<file path="src/core/uhrp_pkg.sv">
// uhrp_pkg: constants and carrier types for the hid report handler.
// assumes a 125 MHz system clock and byte-wide report streams.
package uhrp_pkg;
  // report framing
  localparam int          REPORT_BYTES   = 64;
  localparam int          IDX_W          = 6;
  localparam logic [7:0]  ID_ACK         = 8'h40;
  localparam logic [7:0]  ID_DATA_MAX    = 8'h3f;
  localparam logic [7:0]  ID_ACKREQ_MAX  = 8'h7f;
  localparam logic [7:0]  ID_CMD_MIN     = 8'h80;
  localparam logic [7:0]  ID_PERSIST_MAX = 8'h8f;
  localparam logic [7:0]  ACK_FLAG       = 8'h40;
  localparam logic [7:0]  OLD_REV_MAX    = 8'h3e;
  localparam logic [15:0] FW_REV_FULL    = 16'h0007;
  // commands
  localparam logic [7:0]  PIN_QUERY_CMD    = 8'h90;
  localparam logic [7:0]  INTERRUPT_RSP    = 8'h95;
  localparam logic [7:0]  ANALOG_QUERY_CMD = 8'h96;
  localparam logic [7:0]  PIN_SEL_BASE     = 8'h10;
  localparam logic [7:0]  PIN_SEL_LAST     = 8'h1a;
  localparam logic [7:0]  PIN_HIGH         = 8'h01;
  localparam logic [7:0]  PIN_LOW          = 8'h00;
  localparam int          NUM_VIO          = 11;
  // power negotiation timing
  localparam longint      CLK_HZ          = 125_000_000;
  localparam longint      GRANT_WAIT_MS   = 3000;
  localparam longint      GRANT_WAIT_CYC  = CLK_HZ / 1000 * GRANT_WAIT_MS;
  localparam longint      DETACH_NS       = 10_000;
  localparam longint      DETACH_CYC      = (DETACH_NS * CLK_HZ + 999_999_999)
                                            / 1_000_000_000;
  localparam logic [9:0]  REDUCED_MA      = 10'h064;

  // one report byte on a stream
  typedef struct packed {
    logic       valid;
    logic       last;
    logic [7:0] data;
  } uhrp_byte_t;

  typedef enum logic [3:0] {
    PWR_FULL   = 4'b0001,
    PWR_DETACH = 4'b0010,
    PWR_LOW    = 4'b0100,
    PWR_OK     = 4'b1000
  } uhrp_pwr_t;

  typedef enum logic [4:0] {
    RX_ID    = 5'b00001,
    RX_BODY  = 5'b00010,
    TX_SEND  = 5'b00100,
    TX_WAIT  = 5'b01000,
    RX_DRAIN = 5'b10000
  } uhrp_rx_t;
endpackage

</file>
<file path="src/core/uhrp_power.sv">
// uhrp_power: usb current negotiation and power indicator outputs.
// assumes configured/grant/sleep levels come from the usb core, same clock.
`timescale 1ns/1ns
module uhrp_power
  import uhrp_pkg::*;
#(
  parameter longint WAIT_CYC   = GRANT_WAIT_CYC,
  parameter longint DETACH_LEN = DETACH_CYC
) (
  input  wire logic       i_sys_clk,
  input  wire logic       i_rst,
  input  wire logic       i_configured,
  input  wire logic       i_power_granted,
  input  wire logic       i_host_sleep,
  input  wire logic [9:0] i_full_ma,
  output logic [9:0]      o_request_ma,
  output logic            o_soft_detach,
  output logic            o_low_power,
  output logic            o_all_systems_go_n
);
  // both counts run in a 32-bit counter, so larger values are refused
  if (WAIT_CYC < 2 || DETACH_LEN < 1
      || WAIT_CYC > 64'h0000_0000_ffff_ffff
      || DETACH_LEN > 64'h0000_0000_ffff_ffff) begin : g_bad_count
    $error("uhrp_power: counts out of range");
  end

  typedef struct packed {
    uhrp_pwr_t   st;
    logic [31:0] cnt;
    logic [9:0]  req;
    logic        detach;
    logic        low;
    logic        go_n;
  } uhrp_pwr_state_t;

  uhrp_pwr_state_t s;
  uhrp_pwr_state_t next_s;

  // negotiation: full first, drop to reduced after the grant timeout
  always_comb begin
    next_s = s;
    unique case (s.st)
      PWR_FULL: begin
        next_s.req = i_full_ma;
        if (i_power_granted) begin
          next_s.st = PWR_OK;
        end else if (s.cnt == 32'(WAIT_CYC - 1)) begin
          next_s.st     = PWR_DETACH;
          next_s.cnt    = '0;
          next_s.detach = 1'b1;
        end else begin
          next_s.cnt = s.cnt + 32'h0000_0001;
        end
      end
      PWR_DETACH: begin
        next_s.req = REDUCED_MA;
        if (s.cnt == 32'(DETACH_LEN - 1)) begin
          next_s.st     = PWR_LOW;
          next_s.detach = 1'b0;
          next_s.low    = 1'b1;
        end else begin
          next_s.cnt = s.cnt + 32'h0000_0001;
        end
      end
      PWR_LOW: next_s.low = 1'b1;
      PWR_OK:  next_s.low = 1'b0;
    endcase
    // load switch only when configured and host awake
    next_s.go_n = ~(i_configured & ~i_host_sleep);
  end

  always_ff @(posedge i_sys_clk) begin
    if (i_rst) begin
      s.st     <= PWR_FULL;
      s.cnt    <= '0;
      s.req    <= '0;
      s.detach <= 1'b0;
      s.low    <= 1'b0;
      s.go_n   <= 1'b1;
    end else begin
      s <= next_s;
    end
  end

  assign o_request_ma       = s.req;
  assign o_soft_detach      = s.detach;
  assign o_low_power        = s.low;
  assign o_all_systems_go_n = s.go_n;
endmodule // uhrp_power

</file>
<file path="src/core/uhrp_top.sv">
// uhrp_top: hid report interpreter, 64-byte reports in and out.
// assumes the usb core presents received report bytes as a stream with
// last on byte 63 and accepts transmit bytes under i_tx_ready.
// Behaviour
// - full current first, 100mA after 3s
// - low power output in fallback state
// - go output low when configured, awake
// - every report exactly 64 bytes
// - interrupt reports, 1ms, EP1, ID0
// - ids 01-3F: data, count equals id
// - ids 41-7F: data needing acknowledge
// - acknowledge is report id 40
// - old firmware: 3F and 7F refused
// - ids 80 and up are commands
// - response echoes command identifier
// - interrupt report may go unprompted
// - pin query answers selector, value
// - analog query answers 10-bit result
// - analog result msb first, ratiometric
// - selectors 10-1A name virtual pins
// - pin interrupt sends 95 and pin
`timescale 1ns/1ns
module uhrp_top
  import uhrp_pkg::*;
#(
  parameter logic [15:0] FW_REV     = 16'h0007,
  parameter longint      WAIT_CYC   = GRANT_WAIT_CYC,
  parameter longint      DETACH_LEN = DETACH_CYC
) (
  input  wire logic               i_sys_clk,
  input  wire logic               i_rst,
  input  wire uhrp_byte_t         i_rx,
  output logic                    o_rx_ready,
  output uhrp_byte_t              o_tx,
  input  wire logic               i_tx_ready,
  output logic                    o_data_valid,
  output logic [7:0]              o_data,
  input  wire logic               i_data_ready,
  input  wire logic               i_data_in_valid,
  input  wire logic [7:0]         i_data_in,
  output logic                    o_data_in_ready,
  input  wire logic [NUM_VIO-1:0] i_vio,
  input  wire logic [NUM_VIO-1:0] i_irq_enable,
  input  wire logic [9:0]         i_adc,
  input  wire logic               i_configured,
  input  wire logic               i_power_granted,
  input  wire logic               i_host_sleep,
  input  wire logic [9:0]         i_full_ma,
  output logic [9:0]              o_request_ma,
  output logic                    o_soft_detach,
  output logic                    o_low_power,
  output logic                    o_all_systems_go_n,
  output logic                    o_ack_pending,
  output logic                    o_persist_cmd
);
  // bind the host; framing is the usb core's job
  typedef struct packed {
    uhrp_rx_t           st;
    logic [IDX_W-1:0]   idx;
    logic [7:0]         id;
    logic [5:0]         cnt;
    logic               need_ack;
    logic [7:0]         arg;
    logic [7:0]         b0;
    logic [7:0]         b1;
    logic [7:0]         b2;
    logic [5:0]         tx_len;
    logic               rx_ready;
    uhrp_byte_t         tx;
    logic               dv;
    logic [7:0]         dq;
    logic               ack_pend;
    logic               persist;
    logic [NUM_VIO-1:0] vs1;
    logic [NUM_VIO-1:0] vs2;
    logic [NUM_VIO-1:0] vprev;
    logic [NUM_VIO-1:0] irq_pend;
    logic [9:0]         adc;
  } uhrp_state_t;

  uhrp_state_t s;
  uhrp_state_t next_s;
  logic [7:0]  id_lim;
  logic [3:0]  irq_pin;
  logic        irq_any;
  logic [7:0]  pin_val;

  // the interrupt pin number is four bits wide, and the byte index must
  // wrap exactly once per report
  if (NUM_VIO > 16 || REPORT_BYTES != (1 << IDX_W)) begin : g_bad_size
    $error("uhrp_top: report or pin sizing unsupported");
  end

  // largest legal plain data id depends on firmware revision
  assign id_lim = (FW_REV < FW_REV_FULL) ? OLD_REV_MAX : ID_DATA_MAX;

  // lowest pending interrupt pin wins
  always_comb begin
    irq_pin = '0;
    irq_any = 1'b0;
    for (int k = NUM_VIO - 1; k >= 0; k--) begin
      if (s.irq_pend[k]) begin
        irq_pin = 4'(k);
        irq_any = 1'b1;
      end
    end
  end

  // pin query value lookup
  always_comb begin
    pin_val = PIN_LOW;
    if (s.arg >= PIN_SEL_BASE && s.arg <= PIN_SEL_LAST) begin
      pin_val = s.vs2[4'(s.arg - PIN_SEL_BASE)] ? PIN_HIGH : PIN_LOW;
    end
  end

  always_comb begin
    next_s = s;
    next_s.dv = s.dv & ~i_data_ready;
    next_s.persist = 1'b0;
    // pins are asynchronous: two flops before any use
    next_s.vs1   = i_vio;
    next_s.vs2   = s.vs1;
    next_s.vprev = s.vs2;
    next_s.adc   = i_adc;
    unique case (s.st)
      RX_ID: begin
        // a new id waits until the sink has the last payload byte
        next_s.rx_ready = ~next_s.dv;
        next_s.idx = '0;
        if (i_rx.valid && s.rx_ready) begin
          next_s.id  = i_rx.data;
          next_s.idx = 6'h01;
          next_s.st  = RX_BODY;
          next_s.cnt = '0;
          next_s.need_ack = 1'b0;
          if (i_rx.data == ID_ACK) begin
            next_s.ack_pend = 1'b0;
          end else if (i_rx.data != 8'h00 && i_rx.data <= id_lim) begin
            next_s.cnt = i_rx.data[5:0];
          end else if (i_rx.data > ID_ACK && i_rx.data <= ID_ACKREQ_MAX
                       && (i_rx.data - ACK_FLAG) <= id_lim) begin
            next_s.cnt = 6'(i_rx.data - ACK_FLAG);
            next_s.need_ack = 1'b1;
          end else if (i_rx.data >= ID_CMD_MIN
                       && i_rx.data <= ID_PERSIST_MAX) begin
            next_s.persist = 1'b1;
          end
        end else if (irq_any && !s.tx.valid) begin
          // unprompted interrupt report between received reports
          next_s.rx_ready = 1'b0;
          next_s.irq_pend[irq_pin] = 1'b0;
          next_s.b0 = INTERRUPT_RSP;
          next_s.b1 = {4'h0, irq_pin};
          next_s.tx_len = 6'h02;
          next_s.idx = '0;
          next_s.st = TX_SEND;
        end
      end
      RX_BODY: begin
        // hold off when the data sink has not taken the last byte
        next_s.rx_ready = ~next_s.dv;
        if (i_rx.valid && s.rx_ready) begin
          next_s.idx = s.idx + 6'h01;
          if (s.idx <= IDX_W'(s.cnt)) begin
            next_s.dv = 1'b1;
            next_s.dq = i_rx.data;
            // one byte in flight: taking another now could overwrite it
            next_s.rx_ready = 1'b0;
          end
          if (s.idx == 6'h01) begin
            next_s.arg = i_rx.data; // byte 1 kept as the argument, payload or not
          end
          if (i_rx.last) begin
            next_s.rx_ready = 1'b0;
            next_s.idx = '0;
            next_s.st  = RX_ID;
            next_s.b0  = s.id;
            if (s.need_ack) begin
              next_s.b0 = ID_ACK;
              next_s.tx_len = 6'h00;
              next_s.st = TX_SEND;
            end else if (s.id == PIN_QUERY_CMD) begin
              next_s.st = TX_WAIT; // selector and pin_val are copied into b1, b2 next cycle, in TX_WAIT
              next_s.tx_len = 6'h02;
            end else if (s.id == ANALOG_QUERY_CMD) begin
              next_s.b1 = {6'h00, s.adc[9:8]};
              next_s.b2 = s.adc[7:0];
              next_s.tx_len = 6'h02;
              next_s.st = TX_SEND;
            end
          end
        end
      end
      TX_WAIT: begin
        next_s.b1 = s.arg;
        next_s.b2 = pin_val;
        next_s.st = TX_SEND;
      end
      TX_SEND: begin
        // sends 64 bytes: id, payload, zero padding
        if (!s.tx.valid || i_tx_ready) begin
          next_s.tx.valid = 1'b1;
          next_s.tx.last  = (s.idx == 6'h3f);
          unique case (s.idx)
            6'h00:   next_s.tx.data = s.b0;
            6'h01:   next_s.tx.data = (s.tx_len != 0) ? s.b1 : 8'h00;
            6'h02:   next_s.tx.data = (s.tx_len == 6'h02
                                       && s.b0 != INTERRUPT_RSP)
                                      ? s.b2 : 8'h00;
            default: next_s.tx.data = 8'h00;
          endcase
          next_s.idx = s.idx + 6'h01;
          if (s.idx == 6'h3f) begin
            next_s.st = RX_DRAIN;
          end
        end
      end
      RX_DRAIN: begin
        if (i_tx_ready) begin
          next_s.tx.valid = 1'b0;
          next_s.tx.last  = 1'b0;
          next_s.st = RX_ID;
        end
      end
    endcase
    // rising edge on an enabled input latches a pending interrupt; it is
    // applied after the clear so a fresh edge on the pin being sent wins
    next_s.irq_pend = next_s.irq_pend
                      | (s.vs2 & ~s.vprev & i_irq_enable);
    // outgoing data report acknowledgements not generated here; the
    // host-side sender flag is never set here; an id 40 report only clears it
    if (i_data_in_valid && !s.ack_pend) begin
      next_s.ack_pend = s.ack_pend;
    end
  end

  always_ff @(posedge i_sys_clk) begin
    if (i_rst) begin
      s <= '0;
      s.st <= RX_ID;
    end else begin
      s <= next_s;
    end
  end

  assign o_rx_ready      = s.rx_ready;
  assign o_tx            = s.tx;
  assign o_data_valid    = s.dv;
  assign o_data          = s.dq;
  assign o_data_in_ready = 1'b0;
  assign o_ack_pending   = s.ack_pend;
  assign o_persist_cmd   = s.persist;

  uhrp_power #(
    .WAIT_CYC   (WAIT_CYC),
    .DETACH_LEN (DETACH_LEN)
  ) u_power (
    .i_sys_clk          (i_sys_clk),
    .i_rst              (i_rst),
    .i_configured       (i_configured),
    .i_power_granted    (i_power_granted),
    .i_host_sleep       (i_host_sleep),
    .i_full_ma          (i_full_ma),
    .o_request_ma       (o_request_ma),
    .o_soft_detach      (o_soft_detach),
    .o_low_power        (o_low_power),
    .o_all_systems_go_n (o_all_systems_go_n)
  );
endmodule // uhrp_top

</file>
<file path="config.mk">
export PLATFORM = sky130hd
export DESIGN_NAME = uhrp_top
export DESIGN_NICKNAME = d
export VERILOG_FILES = /design/src/core/uhrp_pkg.sv /design/src/core/uhrp_power.sv /design/src/core/uhrp_top.sv
export SDC_FILE = /design/constraint.sdc
export NUM_CORES = 1
export LEC_CHECK = 0
export ABC_AREA = 1
export ABC_CLOCK_PERIOD_IN_PS = 1800
export BUFFER_PORTS_ARGS = -buffer_cell sky130_fd_sc_hd__clkbuf_2
export CAP_MARGIN = 20
export CORE_ASPECT_RATIO = 0.75
export CORE_MARGIN = 3
export CORE_UTILIZATION = 45
export CTS_BUF_LIST = sky130_fd_sc_hd__clkbuf_4
export DETAILED_ROUTE_END_ITERATION = 8
export GPL_ROUTABILITY_DRIVEN = 0
export GPL_TIMING_DRIVEN = 0
export PLACE_DENSITY = 0.6
export SKIP_CTS_REPAIR_TIMING = 1
export SYNTH_ARGS = -nofsm -noshare
export SYNTH_HDL_FRONTEND = slang
export SYNTH_HIERARCHICAL = 1
export SYNTH_SLANG_ARGS = --single-unit
</file>
<file path="constraint.sdc">
create_clock -name i_sys_clk -period 1.8 [get_ports i_sys_clk]
set_input_delay 0.27 -clock i_sys_clk [delete_from_list [all_inputs] [get_ports i_sys_clk]]
set_output_delay 0.27 -clock i_sys_clk [all_outputs]
set_load 0.02 [all_outputs]
</file>
==> metrics <==
Yosys top cell area share 0.376; P per Cell Area 837 nW/um2; post-route cell area 11,800 um2; crit path time final 1750 ps; most instantiated library cell after synthesis nand2_1; # H-tree levels 4; Starting Density 0.470; Worst Clk Skew 25.2 ps; die footprint 23,400 um2; TritonCTS clock tree yes; chip width 176 um; Clock Path Buffers 2; CTS root buf clkbuf_4; final WL 29,300 um; Worst Path Required 2250 ps; Critical Path AT 2200 ps; crit path cell chain dlygate4sd3_1 -> clkbuf_2 -> clkbuf_1 -> clkbuf_1 -> a21oi_1; relative slew slack 0.454; router iterations before antenna repair 7; share of layout cells above drive strength 1 0.206; Peak VDD IR 0.675 mV; clock latency on the worst-skew pair 590 ps; crit path kind in2reg; Core Area 20,700 um2; CP Depth 5; library cells used by synthesis 47; Leakage 5.04 nW; placed instance count 1,849; synthesized cell area 9730 um2; Tcrit/Tclk final 0.972; Slew Limit Fails 0; initial antenna violation count 1; Async S/R FF share, synth 0; hold path depth 3; RSZ-0062 raised after global routing true; Antenna Violating Nets Remaining 0; Synth area leader dfxtp_1; Nets 1,737; Critical Path Fanout Max 10; flops & latches, synth 183; first-pass GRT wire length 43,600 um; DRC 0; IO buf count 92; CTS sink count 183; Seq/Total Area, Yosys 0.376; drt wl/cell 15.0 um; Worst Setup End Kind register; crit path buf inv count 4; gr ovfl total 0; Hold Fails Final Rpt 0; IO Count 104; EDFF count, synth 0; DRT iter0 DRCs 988; row count 45; post-DR vias/cell 4.99; number of global-route vias before repair 8,059; Num CTS Buffers 17; hpwl dp 22,100 um; Final Instance Count excl. Fillers 1,954; Worst R2R Path Depth 9; Least-Margin Pin Slew 819 ps; startpoint types input port; Slowest-stage cell, CP clkbuf_1; Crit path max-delay family buffers and inverters; Yosys Warn Count 6; CP max stage delay 670 ps; most used cell along the critical path clkbuf_1; Worst Hold Class in2reg; final setup fails 0; Post-synth top cells nand2_1, nor2_1, dfxtp_1, inv_1, a21oi_1; Mapped Avg Cell Area 6.60 um2; clk slew on worst S/H paths 160 ps; gr usage total 0.235; Synth area leaders dfxtp_1, nand2_1, nor2_1, inv_1, a21oi_1; synthesis-to-finish area growth 21.0%; Area after DPL 10,500 um2; pin count of the biggest net entering global routing 19; Max Cap Violations 0; status finished, final reports clean; height of the die 133 um; Mapped Cells 1,474; fill cell count 2,093; Most used DFF post-synth dfxtp_1; FMAX 0.572 GHz; vias 9,760
## cell type report
class / count / area (um2) / share of cell area
sequential: 183 / 3690 / 0.313
antenna: 2 / 5.00 / 0.000425
tap: 282 / 353 / 0.0300
clock buffer: 17 / 128 / 0.0108
clock inverter: 15 / 135 / 0.0115
timing repair buffer: 163 / 1150 / 0.0976
inverter: 200 / 761 / 0.0646
buffer: 71 / 488 / 0.0414
multi-input combinational: 1021 / 5070 / 0.431
## layer usage
layer	vias up	share of wire	GRT usage
li1	4949	-	-
met2	375	0.36	0.284
met4	0	0.0057	0.0365
met5	-	0	0
met1	4423	0.53	0.396
met3	13	0.10	0.0698
## flip-flops by register name, indices dropped and copies added (netlist names)
| name | cells |
|---|---|
| u_power/o_soft_detach | 1 |
| u_power/o_low_power | 1 |
| u_power/o_all_systems_go_n | 1 |
| u_power/s | 36 |
| o_rx_ready | 1 |
| next_s | 22 |
| o_tx | 10 |
| o_data_valid | 1 |
| o_persist_cmd | 1 |
| s | 91 |
| u_power/o_request_ma | 10 |
| o_data | 8 |
## layout by cell type, fill, tap and decap left out, types with 7 or more instances in the layout
master and count:
a21oi_1 118, o21ai_0 33, nor2_1 217, nand2_2 20, dlygate4sd3_1 54, nor3_1 15, clkbuf_2 92, nand4_1 20
xor2_1 12, nand3b_1 12, buf_6 7, ha_1 10, inv_2 22, nor2_2 28, dfxtp_1 168, buf_4 50
nand3_2 12, a21oi_2 9, nand2_1 365, nor2_4 18, clkbuf_1 16, inv_1 171, clkbuf_4 18, dfxtp_2 13
nand3_1 84
## logic make-up after synthesis
kind of cell,count (synthesis),share of synthesized area
buffers and inverters,272,0.127
xor gates and xnor gates,16,0.0144
other,1,0.000385
AOI/OAI and AO/OA,173,0.0935
and+or+nand+nor,817,0.372
DFF,183,0.376
adders and majority gates,12,0.0154
## where the power goes
part / internal [W] / leakage (nW) / switching, W
sequential: 0.00439 / 1.50 / 0.000219
combinational: 0.00107 / 3.40 / 0.00198
clock: 0.000600 / 0.143 / 0.00161
total: 0.00605 / 5.04 / 0.00380
## worst register-to-register path: cells and delay by family (launching register included)
family	cells	cell delay [ps]
buffers and inverters	1	150
AND/OR/NAND/NOR	6	780
AO/OA/AOI/OAI	2	260
flip-flops	1	430
## metrics by stage
stage	utilization	hold WS (ps)	TNS, ps	power (W)	worst slack [ps]
after floorplan	-	353	0	0.00656	206
after global placement	0.509	388	-3170	0.00728	-250
after detailed placement	0.509	395	-4010	0.00730	-266
after CTS	0.522	-205	-5530	0.00951	-303
after global routing	0.568	-0.0119	-545	0.0105	-59.8
final	0.568	10.3	0	0.00986	50.8
## final timing paths
check,start,slack (ps),endpoint
worst max-delay path,i_rst,50,s[124]$_SDFFE_PP0P_
worst min-delay path,i_rx[5],10,o_data[5]$_SDFFE_PP0P_
worst max register to register,u_power/s[36]$_SDFFE_PP0P_,50,u_power/s[23]$_SDFFE_PP0P_
worst min register to register,next_s[34]$_SDFF_PP0_,390,next_s[23]$_SDFF_PP0_
Note: power is estimated with default switching activity, not from simulation.
